===== config.mk =====
export PLATFORM = sky130hd
export DESIGN_NAME = lin_sbc_mode_wake_control
export DESIGN_NICKNAME = d
export VERILOG_FILES = /design/src/lin_sbc_pkg.sv /design/src/lin_sbc_mode_wake_control.sv /design/src/en_debounce.sv /design/src/window_watchdog.sv
export VERILOG_INCLUDE_DIRS = /design/src /design/src/src
export SDC_FILE = /design/constraint.sdc
export NUM_CORES = 1
export LEC_CHECK = 0
export BUFFER_PORTS_ARGS = -buffer_cell sky130_fd_sc_hd__buf_4
export CORE_MARGIN = 2
export CORE_UTILIZATION = 30
export DETAILED_ROUTE_END_ITERATION = 8
export REMOVE_ABC_BUFFERS = 1
export SLEW_MARGIN = 20
export SYNTH_ARGS = -nofsm -noshare
export SYNTH_HDL_FRONTEND = slang
export SYNTH_HIERARCHICAL = 1
export SYNTH_SLANG_ARGS = --single-unit
export TNS_END_PERCENT = 5

===== constraint.sdc =====
create_clock -name aclk -period 5.06 [get_ports aclk]
set_input_delay 0.759 -clock aclk [delete_from_list [all_inputs] [get_ports aclk]]
set_output_delay 0.759 -clock aclk [all_outputs]
set_load 0.005 [all_outputs]

===== src/lin_sbc_map.svh =====
/*
 offsets, field positions, reset values and timing counts of the
 LIN system basis controller; included by the design modules.
*/
`ifndef LIN_SBC_MAP_SVH
`define LIN_SBC_MAP_SVH

`define CLK_MHZ        100
`define POR_DELAY_US   4000
`define POR_CYCLES     (`POR_DELAY_US * `CLK_MHZ)
`define STBY_TO_MS     350
`define STBY_CYCLES    (`STBY_TO_MS * 1000 * `CLK_MHZ)
`define EN_DEB_US      10
`define EN_DEB_CYCLES  (`EN_DEB_US * `CLK_MHZ)
`define NORM_DLY_US    10
`define NORM_CYCLES    (`NORM_DLY_US * `CLK_MHZ)
`define DOM_TO_US      6000
`define DOM_CYCLES     (`DOM_TO_US * `CLK_MHZ)
`define WU_REMOTE_US   100
`define WU_CYCLES      (`WU_REMOTE_US * `CLK_MHZ)
`define TMR_W          26

`define REG_CTRL       8'h00
`define REG_WD_UNIT    8'h04
`define REG_STATUS     8'h08
`define CTRL_VARIANT   0
`define CTRL_RST       1'b1
`define WD_UNIT_RST    16'h03E8
`define WD_CLOSED_TKS  8'h0A
`define WD_OPEN_TKS    8'h0A
`define WD_RESET_TKS   8'h02
`define RESP_OKAY      2'h0
`define RESP_SLVERR    2'h2

`endif


===== src/lin_sbc_pkg.sv =====
/*
 types of the LIN system basis controller: modes, pin and bus
 carriers and the state records; constants live in lin_sbc_map.svh.
*/
package lin_sbc_pkg;
   typedef enum logic [2:0] {
      M_INIT = 3'b000, M_STANDBY = 3'b001, M_NORM_WAIT = 3'b010,
      M_NORMAL = 3'b011, M_SILENT = 3'b100, M_SLEEP = 3'b101
   } mode_t;
   typedef enum logic [1:0] {
      WD_CLOSED = 2'b00, WD_OPEN = 2'b01, WD_FAULT = 2'b10
   } wd_phase_t;
   typedef struct packed {
      logic [7:0] awaddr; logic awvalid;
      logic [31:0] wdata; logic [3:0] wstrb; logic wvalid;
      logic bready;
      logic [7:0] araddr; logic arvalid; logic rready;
   } axil_req_t;
   typedef struct packed {
      logic awready; logic wready; logic bvalid; logic [1:0] bresp;
      logic arready; logic rvalid; logic [31:0] rdata;
      logic [1:0] rresp;
   } axil_rsp_t;
   typedef struct packed {
      logic enable_in; logic txd_i; logic txd_undriven;
      logic local_wake_in; logic local_wake_open;
      logic ignition_wake_in; logic ignition_open;
      logic wdog_kick_n; logic wdog_mode_in; logic lin_bus_in;
      logic battery_ok; logic vcc_ok;
   } pins_in_t;
   typedef struct packed {
      logic rxd_o; logic rxd_oe; logic txd_o; logic txd_oe;
      logic reset_out_n; logic reset_oe; logic lin_dom;
      logic lin_slew_low; logic supply_inhibit_out; logic vreg_on;
   } pins_out_t;
   typedef struct packed {
      logic [15:0] cnt; logic out;
   } deb_state_t;
   typedef struct packed {
      wd_phase_t phase; logic [15:0] pre; logic [7:0] ticks;
   } wd_state_t;
   typedef struct packed {
      mode_t mode; logic [25:0] tmr; logic en_q; logic first_done;
      logic slew_low; logic tx_en; logic txd_q; logic [25:0] dom_cnt;
      logic wake_irq; logic wake_local; logic lw_q; logic ign_q;
      logic lin_q; logic [25:0] rw_cnt; logic kick_q;
      logic [25:0] por_cnt; logic variant; logic [15:0] wd_unit;
      logic [7:0] awaddr; logic [31:0] wdata; logic [3:0] wstrb;
      logic [7:0] araddr; logic rd_pend;
      pins_out_t pins; axil_rsp_t rsp;
   } sbc_state_t;
endpackage


===== src/lin_sbc_mode_wake_control.sv =====
/*
 mode, wake, transmit gating, reset output and watchdog control of a
 LIN system basis chip, with an AXI4-Lite register slave.
 assumes pins synchronous to aclk; aclk stands for the internal
 oscillator; battery_ok low means supply below the undervoltage level.
*/
`timescale 1ns/100ps
`default_nettype none
`include "lin_sbc_map.svh"
// Operation
// - supply up enters Standby, enable ignored
// - logic held reset while supply undervoltage
// - enable fall leaves Normal, rise requests Normal
// - Normal after entry delay, held while enabled and vcc_ok high
// - Standby to Normal on enable rise
// - enable passes through debounce filter
// - enable rise clears wake interrupt and flag
// - transmit input low drives bus dominant
// - undriven transmit input reads high
// - transmit path enabled once input seen high
// - dominant counter starts on first dominant
// - dominant too long disables transmit path
// - negative transmit edge resets dominant counter
// - reset output shows supply and watchdog faults
// - reset output held 4 ms after supply fault, 2 watchdog ticks after watchdog fault
// - supply inhibit on in Standby and Normal
// - local wake fall wakes Silent or Sleep
// - open local wake input reads high
// - ignition rise wakes; open ignition reads low
// - trigger fall in open window restarts watchdog
// - watchdog off while mode input high
// - watchdog times from configurable unit register
// - enable fall enters Silent or Sleep by transmit
// - Standby without enable rise times out to Sleep
// - wake into Standby pulls receive pin low
// - first enable rise picks slew from transmit
module lin_sbc_mode_wake_control #(
   parameter logic [25:0] POR_CYCLES  = 26'(`POR_CYCLES),
   parameter logic [25:0] STBY_CYCLES = 26'(`STBY_CYCLES),
   parameter logic [25:0] DOM_CYCLES  = 26'(`DOM_CYCLES),
   parameter logic [25:0] WU_CYCLES   = 26'(`WU_CYCLES)
) (
   input  wire logic                     aclk,
   input  wire logic                     aresetn,
   input  wire lin_sbc_pkg::pins_in_t    pins_i,
   input  wire lin_sbc_pkg::axil_req_t   axi_req,
   output var  lin_sbc_pkg::pins_out_t   pins_o,
   output var  lin_sbc_pkg::axil_rsp_t   axi_rsp
);
   localparam logic [25:0] NORM_CYCLES = 26'(`NORM_CYCLES);

   function automatic logic rose(input logic q, input logic d);
      return !q && d;
   endfunction

   function automatic logic fell(input logic q, input logic d);
      return q && !d;
   endfunction

   function automatic logic [31:0] wmerge(input logic [31:0] old,
                                          input logic [31:0] dat,
                                          input logic [3:0] strb);
      logic [31:0] r;
      r = old;
      for (int i = 0; i < 4; i++) begin
         if (strb[i]) r[i*8 +: 8] = dat[i*8 +: 8];
      end
      return r;
   endfunction

   function automatic lin_sbc_pkg::sbc_state_t rst_val();
      lin_sbc_pkg::sbc_state_t r;
      r = '0;
      r.mode = lin_sbc_pkg::M_INIT;
      r.variant = `CTRL_RST;
      r.wd_unit = `WD_UNIT_RST;
      r.pins.reset_oe = 1'b1;
      r.rsp.awready = 1'b1;
      r.rsp.wready = 1'b1;
      r.rsp.arready = 1'b1;
      return r;
   endfunction

   localparam lin_sbc_pkg::sbc_state_t ST_RST = rst_val();

   lin_sbc_pkg::sbc_state_t st_ff, nxt_st;
   logic core_rst_n;
   logic en_db;
   logic wd_fault;
   logic wd_run;
   logic kick_fall;

   // undervoltage acts exactly like the system reset
   assign core_rst_n = aresetn && pins_i.battery_ok;

   en_debounce u_en_deb (
      .aclk  (aclk),
      .rst_n (core_rst_n),
      .din   (pins_i.enable_in),
      .dout  (en_db)
   );

   // watchdog only in Standby, the Normal entry delay and Normal, after power-on reset
   assign wd_run = st_ff.variant && !pins_i.wdog_mode_in
                && st_ff.por_cnt == POR_CYCLES
                && (st_ff.mode == lin_sbc_pkg::M_STANDBY
                 || st_ff.mode == lin_sbc_pkg::M_NORM_WAIT
                 || st_ff.mode == lin_sbc_pkg::M_NORMAL);
   assign kick_fall = fell(st_ff.kick_q, pins_i.wdog_kick_n);

   window_watchdog u_wd (
      .aclk      (aclk),
      .rst_n     (core_rst_n),
      .run       (wd_run),
      .kick      (kick_fall),
      .unit      (st_ff.wd_unit),
      .fault_rst (wd_fault)
   );

   always_comb begin
      logic txd_h;
      logic lw;
      logic ign;
      logic en_rise;
      logic en_fall;
      logic rwake;
      logic lwake;
      logic wake;
      logic [31:0] rd;
      logic rd_ok;
      txd_h = 1'b0;
      lw = 1'b0;
      ign = 1'b0;
      en_rise = 1'b0;
      en_fall = 1'b0;
      rwake = 1'b0;
      lwake = 1'b0;
      wake = 1'b0;
      rd = 32'h00000000;
      rd_ok = 1'b0;
      nxt_st = st_ff;

      txd_h = pins_i.txd_i || pins_i.txd_undriven;
      lw = pins_i.local_wake_in || pins_i.local_wake_open;
      ign = pins_i.ignition_wake_in && !pins_i.ignition_open;
      en_rise = rose(st_ff.en_q, en_db);
      en_fall = fell(st_ff.en_q, en_db);
      nxt_st.en_q = en_db;
      nxt_st.txd_q = txd_h;
      nxt_st.lw_q = lw;
      nxt_st.ign_q = ign;
      nxt_st.lin_q = pins_i.lin_bus_in;
      nxt_st.kick_q = pins_i.wdog_kick_n;

      // remote wake: dominant longer than the filter, then release
      if (fell(st_ff.lin_q, pins_i.lin_bus_in)) begin
         nxt_st.rw_cnt = 26'h0000000;
      end else if (!pins_i.lin_bus_in && st_ff.rw_cnt != WU_CYCLES) begin
         nxt_st.rw_cnt = st_ff.rw_cnt + 26'h0000001;
      end
      rwake = rose(st_ff.lin_q, pins_i.lin_bus_in)
           && st_ff.rw_cnt == WU_CYCLES;
      lwake = st_ff.variant && (fell(st_ff.lw_q, lw)
                             || rose(st_ff.ign_q, ign));
      wake = rwake || lwake;

      nxt_st.tmr = st_ff.tmr + 26'h0000001;
      case (st_ff.mode)
         lin_sbc_pkg::M_INIT: begin
            nxt_st.mode = lin_sbc_pkg::M_STANDBY;
         end
         lin_sbc_pkg::M_STANDBY: begin
            if (en_rise) begin
               nxt_st.mode = lin_sbc_pkg::M_NORM_WAIT;
            end else if (st_ff.tmr == STBY_CYCLES - 26'h0000001) begin
               nxt_st.mode = lin_sbc_pkg::M_SLEEP;
            end
         end
         lin_sbc_pkg::M_NORM_WAIT: begin
            if (!en_db) begin
               nxt_st.mode = lin_sbc_pkg::M_STANDBY;
            end else if (st_ff.tmr == NORM_CYCLES - 26'h0000001) begin
               nxt_st.mode = lin_sbc_pkg::M_NORMAL;
            end
         end
         lin_sbc_pkg::M_NORMAL: begin
            if (en_fall) begin
               nxt_st.mode = txd_h ? lin_sbc_pkg::M_SILENT
                                   : lin_sbc_pkg::M_SLEEP;
            end else if (!pins_i.vcc_ok) begin
               nxt_st.mode = lin_sbc_pkg::M_STANDBY;
            end
         end
         lin_sbc_pkg::M_SILENT: begin
            if (en_rise) begin
               nxt_st.mode = lin_sbc_pkg::M_NORM_WAIT;
            end else if (wake || !pins_i.vcc_ok) begin
               nxt_st.mode = lin_sbc_pkg::M_STANDBY;
            end
         end
         lin_sbc_pkg::M_SLEEP: begin
            if (wake) nxt_st.mode = lin_sbc_pkg::M_STANDBY;
         end
         default: nxt_st.mode = lin_sbc_pkg::M_INIT;
      endcase
      if (nxt_st.mode != st_ff.mode) nxt_st.tmr = 26'h0000000;

      // a wake in the same cycle as a clear keeps the flag
      if (wake && (st_ff.mode == lin_sbc_pkg::M_SILENT
                || st_ff.mode == lin_sbc_pkg::M_SLEEP)) begin
         nxt_st.wake_irq = 1'b1;
         nxt_st.wake_local = lwake;
      end else if ((en_rise && st_ff.variant)
                || nxt_st.mode == lin_sbc_pkg::M_NORMAL) begin
         nxt_st.wake_irq = 1'b0;
         nxt_st.wake_local = 1'b0;
      end

      if (en_rise && !st_ff.first_done) begin
         nxt_st.first_done = 1'b1;
         nxt_st.slew_low = !txd_h;
      end

      if (st_ff.mode != lin_sbc_pkg::M_NORMAL) begin
         nxt_st.tx_en = 1'b0;
         nxt_st.dom_cnt = 26'h0000000;
      end else if (!st_ff.tx_en) begin
         nxt_st.dom_cnt = 26'h0000000;
         if (txd_h) nxt_st.tx_en = 1'b1;
      end else if (fell(st_ff.txd_q, txd_h)) begin
         nxt_st.dom_cnt = 26'h0000001;
      end else if (!txd_h) begin
         nxt_st.dom_cnt = st_ff.dom_cnt + 26'h0000001;
         if (st_ff.dom_cnt >= DOM_CYCLES - 26'h0000001) begin
            nxt_st.tx_en = 1'b0;
         end
      end

      // reset output: supply fault restarts the power-on delay
      if (!pins_i.vcc_ok) begin
         nxt_st.por_cnt = 26'h0000000;
      end else if (st_ff.por_cnt != POR_CYCLES) begin
         nxt_st.por_cnt = st_ff.por_cnt + 26'h0000001;
      end

      nxt_st.pins.rxd_o = 1'b0;
      nxt_st.pins.txd_o = 1'b0;
      nxt_st.pins.reset_out_n = 1'b0;
      nxt_st.pins.reset_oe = (nxt_st.por_cnt != POR_CYCLES)
                          || wd_fault;
      nxt_st.pins.lin_dom = nxt_st.tx_en && !txd_h
                         && nxt_st.mode == lin_sbc_pkg::M_NORMAL;
      nxt_st.pins.lin_slew_low = nxt_st.slew_low;
      nxt_st.pins.supply_inhibit_out =
         nxt_st.mode == lin_sbc_pkg::M_STANDBY
         || nxt_st.mode == lin_sbc_pkg::M_NORM_WAIT
         || nxt_st.mode == lin_sbc_pkg::M_NORMAL;
      nxt_st.pins.vreg_on = nxt_st.mode != lin_sbc_pkg::M_SLEEP
                         && nxt_st.mode != lin_sbc_pkg::M_INIT;
      nxt_st.pins.rxd_oe =
         (nxt_st.mode == lin_sbc_pkg::M_NORMAL && !pins_i.lin_bus_in)
         || (nxt_st.mode == lin_sbc_pkg::M_STANDBY
             && nxt_st.wake_irq);
      nxt_st.pins.txd_oe = nxt_st.mode == lin_sbc_pkg::M_STANDBY
                        && nxt_st.wake_irq && nxt_st.wake_local;

      // write channel: address and data held until both are in
      if (axi_req.awvalid && st_ff.rsp.awready) begin
         nxt_st.awaddr = axi_req.awaddr;
         nxt_st.rsp.awready = 1'b0;
      end
      if (axi_req.wvalid && st_ff.rsp.wready) begin
         nxt_st.wdata = axi_req.wdata;
         nxt_st.wstrb = axi_req.wstrb;
         nxt_st.rsp.wready = 1'b0;
      end
      if (!st_ff.rsp.awready && !st_ff.rsp.wready
          && !st_ff.rsp.bvalid) begin
         nxt_st.rsp.bvalid = 1'b1;
         nxt_st.rsp.bresp = `RESP_OKAY;
         case (st_ff.awaddr)
            `REG_CTRL: begin
               if (st_ff.wstrb[0]) begin
                  nxt_st.variant = st_ff.wdata[`CTRL_VARIANT];
               end
            end
            `REG_WD_UNIT: begin
               nxt_st.wd_unit = 16'(wmerge({16'h0000, st_ff.wd_unit},
                                           st_ff.wdata, st_ff.wstrb));
            end
            `REG_STATUS: nxt_st.rsp.bresp = `RESP_OKAY;
            default: nxt_st.rsp.bresp = `RESP_SLVERR;
         endcase
      end
      if (st_ff.rsp.bvalid && axi_req.bready) begin
         nxt_st.rsp.bvalid = 1'b0;
         nxt_st.rsp.awready = 1'b1;
         nxt_st.rsp.wready = 1'b1;
      end

      // read channel: address taken, data one cycle later
      if (axi_req.arvalid && st_ff.rsp.arready) begin
         nxt_st.araddr = axi_req.araddr;
         nxt_st.rsp.arready = 1'b0;
         nxt_st.rd_pend = 1'b1;
      end
      rd_ok = 1'b1;
      case (st_ff.araddr)
         `REG_CTRL: rd = {31'h00000000, st_ff.variant};
         `REG_WD_UNIT: rd = {16'h0000, st_ff.wd_unit};
         `REG_STATUS: rd = {22'h000000, wd_fault, st_ff.pins.reset_oe,
                            st_ff.wake_local, st_ff.wake_irq,
                            st_ff.slew_low, st_ff.tx_en, 1'b0,
                            st_ff.mode};
         default: rd_ok = 1'b0;
      endcase
      if (st_ff.rd_pend) begin
         nxt_st.rd_pend = 1'b0;
         nxt_st.rsp.rvalid = 1'b1;
         nxt_st.rsp.rdata = rd;
         nxt_st.rsp.rresp = rd_ok ? `RESP_OKAY : `RESP_SLVERR;
      end
      if (st_ff.rsp.rvalid && axi_req.rready) begin
         nxt_st.rsp.rvalid = 1'b0;
         nxt_st.rsp.arready = 1'b1;
      end
   end

   always_ff @(posedge aclk) begin
      if (!core_rst_n) st_ff <= ST_RST;
      else st_ff <= nxt_st;
   end

   assign pins_o = st_ff.pins;
   assign axi_rsp = st_ff.rsp;
endmodule // lin_sbc_mode_wake_control
`default_nettype wire


===== src/en_debounce.sv =====
/*
 debounce filter for the enable pin: the output follows the input
 only after it has held a new level for the debounce count.
 assumes inputs synchronous to aclk.
*/
`timescale 1ns/100ps
`default_nettype none
`include "lin_sbc_map.svh"
module en_debounce (
   input  wire logic aclk,
   input  wire logic rst_n,
   input  wire logic din,
   output logic      dout
);
   localparam logic [15:0] DEB = 16'(`EN_DEB_CYCLES);
   lin_sbc_pkg::deb_state_t s_ff, nxt_s;

   always_comb begin
      nxt_s = s_ff;
      if (din == s_ff.out) begin
         nxt_s.cnt = 16'h0000;
      end else if (s_ff.cnt == DEB - 16'h0001) begin
         nxt_s.out = din;
         nxt_s.cnt = 16'h0000;
      end else begin
         nxt_s.cnt = s_ff.cnt + 16'h0001;
      end
   end

   always_ff @(posedge aclk) begin
      if (!rst_n) s_ff <= '0;
      else s_ff <= nxt_s;
   end

   assign dout = s_ff.out;
endmodule // en_debounce
`default_nettype wire


===== src/window_watchdog.sv =====
/*
 window watchdog: closed window, open window, then a reset phase on a
 missed or early kick. one tick is unit clock cycles.
 assumes kick is a one-cycle pulse on the trigger falling edge.
*/
`timescale 1ns/100ps
`default_nettype none
`include "lin_sbc_map.svh"
module window_watchdog (
   input  wire logic        aclk,
   input  wire logic        rst_n,
   input  wire logic        run,
   input  wire logic        kick,
   input  wire logic [15:0] unit,
   output logic             fault_rst
);
   lin_sbc_pkg::wd_state_t s_ff, nxt_s;

   always_comb begin
      logic tick;
      tick = (s_ff.pre >= unit - 16'h0001);
      nxt_s = s_ff;
      nxt_s.pre = tick ? 16'h0000 : s_ff.pre + 16'h0001;
      case (s_ff.phase)
         lin_sbc_pkg::WD_CLOSED: begin
            if (kick) begin
               nxt_s.phase = lin_sbc_pkg::WD_FAULT;
               nxt_s.ticks = 8'h00;
            end else if (tick) begin
               if (s_ff.ticks == `WD_CLOSED_TKS - 8'h01) begin
                  nxt_s.phase = lin_sbc_pkg::WD_OPEN;
                  nxt_s.ticks = 8'h00;
               end else nxt_s.ticks = s_ff.ticks + 8'h01;
            end
         end
         lin_sbc_pkg::WD_OPEN: begin
            if (kick) begin
               nxt_s.phase = lin_sbc_pkg::WD_CLOSED;
               nxt_s.ticks = 8'h00;
               nxt_s.pre = 16'h0000;
            end else if (tick) begin
               if (s_ff.ticks == `WD_OPEN_TKS - 8'h01) begin
                  nxt_s.phase = lin_sbc_pkg::WD_FAULT;
                  nxt_s.ticks = 8'h00;
               end else nxt_s.ticks = s_ff.ticks + 8'h01;
            end
         end
         lin_sbc_pkg::WD_FAULT: begin
            if (tick) begin
               if (s_ff.ticks == `WD_RESET_TKS - 8'h01) begin
                  nxt_s.phase = lin_sbc_pkg::WD_CLOSED;
                  nxt_s.ticks = 8'h00;
               end else nxt_s.ticks = s_ff.ticks + 8'h01;
            end
         end
         default: nxt_s.phase = lin_sbc_pkg::WD_CLOSED;
      endcase
      // a fault phase already begun runs to its end
      if (!run && s_ff.phase != lin_sbc_pkg::WD_FAULT) nxt_s = '0;
   end

   always_ff @(posedge aclk) begin
      if (!rst_n) s_ff <= '0;
      else s_ff <= nxt_s;
   end

   assign fault_rst = (s_ff.phase == lin_sbc_pkg::WD_FAULT);
endmodule // window_watchdog
`default_nettype wire


# Yosys cells after proc, flatten, opt, wreduce, memory -nomap -nowiden
# Index checks and enable logic that the tools add are counted.
[classes]
n_reduce_logical = 86
addsub = 8
bitwise = 3
muxes = 46
magnitude_cmp = 2
eq_ne = 37
[ops]
columns = ["cell", "count"]
rows = [
  ["26-bit by 1-bit adder with 26-bit output, second input constant", 4],
  ["26-bit 2-to-1 mux", 4],
  ["26-bit by 19-bit != test with 1-bit output, second input constant", 2],
  ["16-bit 2-to-1 mux", 3],
  ["16-bit case mux with 3 select lines", 1],
  ["8-bit 2-to-1 mux", 5],
  ["1-bit logical AND", 33],
  ["16-bit by 1-bit adder with 16-bit output, second input constant", 2],
  ["3-bit 2-to-1 mux", 9],
  ["26-bit by 10-bit equality test with 1-bit output, second input constant", 1],
  ["26-bit by 14-bit equality test with 1-bit output, second input constant", 1],
  ["26-bit by 19-bit equality test with 1-bit output, second input constant", 1],
  ["26-bit equality test, second input constant", 1],
  ["26-bit by 20-bit greater-or-equal comparator with 1-bit output, second input constant", 1],
  ["2-bit 2-to-1 mux", 13],
  ["26-bit by 14-bit != test with 1-bit output, second input constant", 1],
  ["8-bit by 4-bit equality test with 1-bit output, second input constant", 3],
  ["3-bit case mux with 6 select lines", 1],
  ["16-bit by 10-bit equality test with 1-bit output, second input constant", 1],
  ["8-bit by 3-bit equality test with 1-bit output, second input constant", 2],
  ["16-bit greater-or-equal comparator", 1],
  ["1-bit logical NOT", 16],
  ["8-bit logical NOT", 2],
  ["8-bit case mux with 2 select lines", 1],
  ["other kinds (29)", 73],
]
[word_totals]
out_inout_bits = 51
register_bits = 281
wordCells = 229

# Depth between registers and ports, before layout
# Gate-level depths: netlist of run 1.
[logic_depth]
ltp_word = 16
mapped_depth = 14
mapped_depth_nobuf = 12

# Modules after synthesis
# The synthesis of run 1 kept the hierarchy.
[by_module_without_submodules]
columns = ["mod", "cells_per_inst", "area_each_um2", "seq_area_each_um2", "instances"]
rows = [
  ["lin_sbc_mode_wake_control", 1095, 9213.8, 3983.8, 1],
  ["window_watchdog", 224, 1889.3, 520.5, 1],
  ["en_debounce", 85, 794.5, 340.3, 1],
]

# Least setup slack after synthesis of run 1
# Ideal clock, no wire load.
[synth_path]
path_kind = "reg-to-reg"
from = "register st_ff[111] in the netlist's numbering"
to = "register u_wd/s_ff[3] in the netlist's numbering"
stages_incl_launch_ff = 14
setup_ns = 0.117
t_arrival_ns = 3.268
slack_ns = 1.674
synth_period_minus_slack_ns = 3.386
required_ns = 4.943
cell_sequence = "dfxtp_1 -> or3_1 -> nor3_1 -> nand2_1 -> nor4_1 -> xnor2_1 -> ha_1 -> and4_1 -> nand4_1 -> or4_1 -> buf_2 -> a32oi_4 -> o211ai_1 -> a32o_2"
[synth_via]
elab_chain_len = 4
word_cells_on_any_way = 5
cone_classes = "add/sub (1); order compare (1); eq/ne (2); reduce/logical (1)"
[synth_rtl]
columns = ["item", "line", "rtl"]
rows = [
  ["from (decl)", "lin_sbc_mode_wake_control.sv:86", "lin_sbc_pkg::sbc_state_t st_ff, nxt_st;"],
  ["from (signal assigned)", "lin_sbc_mode_wake_control.sv:331", "else st_ff <= nxt_st;"],
  ["16-bit by 1-bit subtractor with 16-bit output (*)", "window_watchdog.sv:21", "tick = (s_ff.pre >= unit - 16'h0001);"],
  ["16-bit greater-or-equal comparator (*)", "window_watchdog.sv:21", ""],
  ["3-bit by 1-bit != test with 1-bit output (no line) / 2-bit by 1-bit != test with 1-bit output (equally long branches)", "--", ""],
  ["3-bit AND reduction (no line) (*)", "--", ""],
  ["to (signal assigned)", "window_watchdog.sv:64", "else s_ff <= nxt_s;"],
  ["to (decl)", "window_watchdog.sv:17", "lin_sbc_pkg::wd_state_t s_ff, nxt_s;"],
]
# Mark *: on every way between the ends. The rest lies on a longest branch, timed or not.
# A chain may end at the register's enable or synchronous reset.

# Final worst setup path of run 1
[layout_path]
from = "register st_ff[111] in the netlist's numbering"
to = "register u_wd/s_ff[0] in the netlist's numbering"
# The elaborated chain is that of the path after synthesis.

==> key figures, run 1 <==
Outcome
  – Run status: completed

Final layout
  – Area of the multi-input gates: 0.006397 sq mm
  – Layout Cells excl Fill: 1972
  – Sequential cell area: 0.004845 sq mm
  – Ant. Diodes: 0
  – Commonest non-fill, non-tap cell in the layout: dfxtp_1
  – Final nets: 1530
  – Share of layout cells above drive strength 1: 11.49%
  – Syn-to-layout area delta: 14.67%
  – Fill cell count: 4016
  – Commonest non-fill, non-tap cells in the layout: dfxtp_1 (242), nor2_1 (158), nand2_1 (152)

Synthesis
  – Area fraction of the dominant cell type after synthesis: 40.72%
  – Dominant synthesized flop cell: dfxtp_1
  – EDFF count, synth: 0
  – Count of cell types in the netlist: 79
  – Yosys top cell by area: dfxtp_1
  – Yosys Warn Count: 6
  – Synthesized netlist cell count: 1404
  – Ys async rst share: 0%
  – Seq/Total Area, Yosys: 40.72%
  – Synthesis-stage register bit count: 242
  – Syn avg cell area: 8.474 sq um
  – Area contributors post-synth: dfxtp_1 (41%), xor2_1 (6.2%), nor2_1 (5.0%), nand2_1 (4.8%), nand3_1 (3.6%)
  – Post-synthesis cell area: 0.01190 sq mm

STA
  – Setup TNS: 0 ns
  – Max-slew violations: 0
  – Layout Skew: 0.009728 ns
  – Final setup violation count: 0
  – Tcrit/Tclk final: 78.86%
  – Actual slew at the worst max-slew pin: 1.046 ns
  – RSZ-0062 raised after global routing: false
  – Final Critical Period: 3.990 ns
  – Worst rel slew slack: 29.74%
  – Fmax: 250.6 MHz
  – Final hold slack: 0.3777 ns
  – Final hold violations: 0

Clock network
  – CTS max path bufs: 3
  – Post-CTS Setup Bufs: 0
  – Reg clk slew, reported paths: 0.06 ns
  – Post-cts sizing count: 0
  – CTS tree: yes
  – CTS buffer count: 28
  – CTS root buffer: clkbuf_16
  – # hold bufs at CTS: 0
  – Clock latency on the worst-skew pair: 0.54 ns
  – CTS sink count: 242
  – H-tree Lvls: 1

Placement
  – Buffers on Ports: 82
  – Routability cong.: 0.8113
  – HPWL Detailed: 19900 um
  – Placed Cells: 1920

Floorplan
  – Boundary pin count: 122
  – Die Wd: 203.1 um
  – Row count: 72
  – Die area: 0.04127 sq mm
  – Initial Utilization: 30.57%
  – Die height: 203.1 um
  – CORE AREA: 0.03892 sq mm

Global routing
  – Vias in the first global route: 9270
  – Antenna violations before repair: 0
  – Largest net degree at the start of global routing: 74
  – Remaining global-route overflow: 0
  – First-pass GRT wire length: 46490 um
  – Gr usage total: 13.46%

Pwr
  – Clock power share: 51.1%
  – VDD IR max: 0.0002494 V
  – Gate power share: 3.3%
  – Switch Pwr: 0.9164 mW
  – Leakage power: 4.907 nW
  – Net Sw Frac: 21.54%
  – Total power per unit cell area: 311.8 mW/mm^2
  – Int Pwr: 3.337 mW
  – Reg power frac: 45.5%

Detailed routing
  – Drt first-iter violations: 618
  – ANT nets after route: 0
  – Vias: 9722
  – Wirelength per Cell: 14.28 um
  – Vias/cell: 4.930
  – DR pass1 iterations: 7
  – Post-Route WL: 28160 um
  – Post-route DRC: 0

Setup path
  – R2R Setup Slk: 1.07 ns
  – Critical Path Slowest Stage Cell: or4_1
  – Crit-path max cell delay: 0.69 ns
  – Crit path cell chain: or3_1, nor3_1, nand2_1, nor4_1, xnor2_1, ha_1, and4_1, nand4_1, or4_1, a32oi_4, and2_1, o21ai_1
  – Crit Path Max Fanout: 9
  – Delay-heaviest family, CP: simple AND/OR/NAND/NOR gates
  – WP data arrival: 4.41 ns
  – Worst Path Buf+Inv: 0
  – Critical Path End Type: flop
  – Worst setup SP type: flop
  – Worst EP required: 5.48 ns
  – Kind of critical path: reg2reg

Min path
  – HP Class: in2reg

Run
  – Max-Cap Viols: 0
## layout make-up
type,instances,area share (%)
inverter,24,0.6603
multi-input combinational,1050,46.89
tap,518,4.751
sequential,242,35.51
clock buffer,37,5.824
timing repair buffer,86,4.732
clock inverter,15,1.632
## routing by layer
metal | routed length, um | global-route usage (%) | up-vias
met5 | 0 | 0 | -
met4 | 811 | 4.875 | 0
met3 | 993 | 1.838 | 39
met2 | 12900 | 22.09 | 162
met1 | 13450 | 18.05 | 4596
li1 | - | - | 4925
## worst paths after layout
| check | startpoint | endpoint | cells past startpoint |
|---|---|---|---|
| worst max register to register | st_ff[111] | u_wd/s_ff[0] | 12 |
| worst min-delay path | pins_i[5] | st_ff[175] | 2 |
| worst min register to register | st_ff[53] | st_ff[53] | 2 |
| worst max-delay path | st_ff[111] | u_wd/s_ff[0] | 12 |
## cell families after synthesis
logic type	after synthesis	share of synthesized area, %
fa+ha+maj	27	2.839
flops	242	40.72
simple gates	669	28.60
compound gates	178	9.738
buf+inv	132	6.310
xor+xnor	133	9.791
mux	22	1.967
other cells	1	0.03152
## power by group through the flow
stage               logic (mW)  registers [mW]  clock network (mW)
floorplan               0.0702            1.97                   0
detailed placement       0.143            1.98                   0
CTS                      0.143            1.94                2.23
global placement         0.141            1.98                   0
global route             0.158            1.94                2.31
finish                   0.141            1.94                2.18
## through the flow
stage / setup slack (ns) / util [%] / power [mW] / instance area, sq um
floorplan: 1.319 / - / 2.044 / 11310
global placement: 1.174 / 32.43 / 2.119 / 12620
detailed placement: 1.135 / 32.44 / 2.122 / 12630
CTS: 1.112 / 35.06 / 4.309 / 13640
global route: 0.7883 / 35.06 / 4.410 / 13640
finish: 1.070 / 35.06 / 4.254 / 13640
## worst register-to-register path: stages (launching register included)
cell and delay, ns:
dfxtp_1 0.38, or3_1 0.41, nor3_1 0.21, nand2_1 0.17, nor4_1 0.28, xnor2_1 0.11, ha_1 0.30, and4_1 0.26
nand4_1 0.13, or4_1 0.69, a32oi_4 0.43, and2_1 0.38, o21ai_1 0.12
## cells in the mapped netlist (all sizes together) (7+ instances only)
master  number
or4          7
and3        30
ha          27
mux2i       21
nor4b       11
nor4        20
and4        19
nor3b        9
nand2b      18
dfxtp      242
nand4       44
buf         75
or3         15
a21oi       75
nand3       89
o21ai       34
nor2       159
nor3        59
inv         24
xnor2       49
clkbuf      33
xor2        84
nor2b        8
and2        11
nand2      154
a22oi        8
## flip-flops by register name, indices dropped and copies added, names as in the netlist
register / count
st_ff: 169
pins_o: 7
axi_rsp: 23
u_en_deb/dout: 1
u_en_deb/s_ff: 16
u_wd/s_ff: 26
Power figures use the tool's default switching activity.
==> run 2: changes to the inputs <==
- clock period: 5.06 -> 3.7 ns (I/O delays scaled with it)
==> key figures, run 2 (same netlist as run 1, synthesis figures left out) <==
Global routing
  – Largest net degree at the start of global routing: 49 (-34%)
  – Gr usage total: 13.75% (+0.30 points)
  – Antenna violations before repair: 0 (unchanged)
  – First-pass GRT wire length: 47360 um (+1.9%)
  – Remaining global-route overflow: 0 (unchanged)
  – Vias in the first global route: 9332 (+0.67%)

STA
  – Final setup violation count: 0 (unchanged)
  – Final Critical Period: 3.554 ns (-0.4362 ns)
  – Final hold violations: 0 (unchanged)
  – Layout Skew: 0.02664 ns (+0.01691 ns)
  – Fmax: 281.4 MHz (+12%)
  – Setup WS post-layout: 0.1457 ns (-0.9238 ns)
  – Worst rel slew slack: 44.65% (+15 points)
  – Tcrit/Tclk final: 96.06% (+17 points)
  – Max-slew violations: 0 (unchanged)
  – Actual slew at the worst max-slew pin: 0.8302 ns (-0.2157 ns)

Detailed routing
  – ANT nets after route: 0 (unchanged)
  – DR top layer: met4
  – Post-route DRC: 0 (unchanged)
  – Vias: 9765 (+0.44%)
  – DR WL met3: 1067 um (+7.5%)
  – Wirelength per Cell: 14.35 um (+0.49%)
  – Post-Route WL: 28620 um (+1.7%)
  – Metal-1 WL: 13610 um (+1.2%)
  – Vias/cell: 4.895 (-0.72%)
  – Drt first-iter violations: 554 (-10%)
  – DR pass1 iterations: 5 (-2)
  – Met2 wire length: 13150 um (+1.9%)

Floorplan
  – Initial Utilization: 30.57% (unchanged)
  – Boundary pin count: 122 (unchanged)
  – CORE AREA: 0.03892 sq mm (unchanged)
  – Die Wd: 203.1 um (unchanged)
  – Row count: 72 (unchanged)
  – Die height: 203.1 um (unchanged)
  – Die area: 0.04127 sq mm (unchanged)

Final layout
  – Max reg flops: 169 (unchanged)
  – Final nets: 1555 (+1.6%)
  – Ant. Diodes: 0 (unchanged)
  – Syn-to-layout area delta: 15.96%
  – Commonest non-fill, non-tap cells in the layout: dfxtp_1 (242), nor2_1 (157), nand2_1 (151)
  – Commonest non-fill, non-tap cell in the layout: dfxtp_1
  – Fin area: 0.01380 sq mm (+1.1%)
  – Largest register by flop count: st_ff
  – Share of layout cells above drive strength 1: 13.07% (+1.6 points)
  – Fill cell count: 4049 (+0.82%)

Clock network
  – CTS tree: yes
  – Clock latency on the worst-skew pair: 0.56 ns (+0.02 ns)
  – CTS root buffer: clkbuf_16
  – H-tree Lvls: 1 (unchanged)
  – CTS max path bufs: 3 (unchanged)
  – CTS sink count: 242 (unchanged)
  – CTS buffer count: 28 (unchanged)
  – Reg clk slew, reported paths: 0.06 ns (about the same)

Outcome
  – Run status: completed

Placement
  – HPWL Detailed: 20550 um (+3.3%)
  – Buffers on Ports: 82 (unchanged)
  – Dpl ws: -0.05032 ns (-1.185 ns)
  – Routability cong.: 0.8058 (-0.68%)
  – Placed cell area: 0.01280 sq mm (+1.4%)

Setup path
  – WP data arrival: 4.00 ns (-0.41 ns)
  – Worst reg2reg path depth: 14 (+2)
  – FF-to-FF End: u_wd/s_ff[5]
  – Delay-heaviest family, CP: simple AND/OR/NAND/NOR gates
  – Crit path top cell by count: buf_4
  – R2R Setup Slk: 0.15 ns (-0.92 ns)
  – Kind of critical path: reg2reg
  – Crit-path max cell delay: 0.33 ns (-0.36 ns)
  – Critical Path End Type: flop
  – Crit path cell chain: nor3_1, and3_2, nand2_1, or3_1, xor2_1, ha_1, a21o_1, a221o_1, a211oi_1, buf_4, a32oi_4, and2_1, buf_4, a32o_2
  – Critical Path Slowest Stage Cell: or3_1
  – Worst Path Buf+Inv: 2 (+2)
  – Worst setup SP type: flop
  – Worst r2r src: st_ff[108]
  – Crit Path Max Fanout: 6 (-3)
  – Worst EP required: 4.15 ns (-1.33 ns)

Min path
  – WHS Path Cells: 2 (unchanged)
  – Hold Path Sink: st_ff[175]
  – HP Class: in2reg
  – HP Start: pins_i[5]

Run
  – Max-Cap Viols: 0 (unchanged)

Pwr
  – Int Pwr: 4.367 mW (+31%)
  – Clock power share: 49.0% (-2.1 points)
  – Switch Pwr: 1.218 mW (+33%)
  – Gate power share: 3.6% (+0.3 points)
  – Leakage power: 5.032 nW (+2.6%)
  – Net Sw Frac: 21.81% (+0.27 points)
  – Total power per unit cell area: 404.9 mW/mm^2 (+30%)
  – Reg power frac: 47.4% (+1.9 points)
  – VDD IR max: 0.0003042 V (+22%)
-- run 2: layout make-up --
class | instances | area, sq um | share of cell area (%)
Timing Repair Buffer | 110 | 838.3 | 6.076
Multi-Input combinational cell | 1051 | 6461 | 46.83
Clock inverter | 10 | 138.9 | 1.007
Sequential cell | 242 | 4845 | 35.11
Tap cell | 518 | 648.1 | 4.698
Clock buffer | 40 | 775.7 | 5.623
Inverter | 24 | 90.09 | 0.6529
-- run 2: worst max-delay path by stage --
stage,cells past startpoint,to,start
final,14,u_wd/s_ff[5],st_ff[108]
after CTS,13,u_wd/s_ff[24],st_ff[111]
after global placement,12,u_wd/s_ff[3],st_ff[111]
after detailed placement,13,u_wd/s_ff[1],st_ff[111]
after global routing,13,u_wd/s_ff[24],st_ff[111]
after floorplan,6,pins_o[4],pins_i[1]
-- run 2: power groups by stage --
| stage | combinational (mW) | sequential [mW] | clock [mW] |
|---|---|---|---|
| 3_3_place_gp | 0.199 | 2.70 | 0 |
| 2_1_floorplan | 0.0960 | 2.70 | 0 |
| 4_1_cts | 0.202 | 2.65 | 2.83 |
| 6_report | 0.200 | 2.65 | 2.74 |
| 3_5_place_dp | 0.201 | 2.70 | 0 |
| 5_1_grt | 0.222 | 2.65 | 2.93 |
-- run 2: worst register-to-register path, delay by kind of cell, from the launching register on --
| family | cells | cell delay (ns) |
|---|---|---|
| adders and majority gates | 1 | 0.31 |
| xor gates and xnor gates | 1 | 0.15 |
| DFF | 1 | 0.31 |
| and+or+nand+nor | 5 | 1.19 |
| AOI/OAI and AO/OA | 5 | 1.13 |
| buffers and inverters | 2 | 0.34 |
-- run 2: stage by stage --
step           TNS [ns]  instances  hold slack [ns]  total power, mW  util, %
4_1_cts               0       1995           0.1503            5.677    35.32
6_report              0       1995           0.1798            5.586    35.45
3_5_place_dp    -0.3090       1943           0.4454            2.905    32.90
5_1_grt        -0.05033       1995           0.1674            5.805    35.45
2_1_floorplan         0       1316           0.4215            2.795        -
3_3_place_gp          0       1943           0.4355            2.902    32.90
-- run 2: repair_timing --
action,in CTS,in global routing
gates cloned,1,0
buffers inserted,1,0
resized for setup,1,10
endpoints found under the setup margin,9,26
pin swaps,2,0
hold buffers,0,0
-- run 2: metal layers --
| metal | vias up | GRT usage (%) |
|---|---|---|
| met5 | - | 0 |
| met4 | 0 | 4.953 |
| met3 | 41 | 1.886 |
| met2 | 143 | 22.31 |
| met1 | 4597 | 18.67 |
| li1 | 4984 | - |
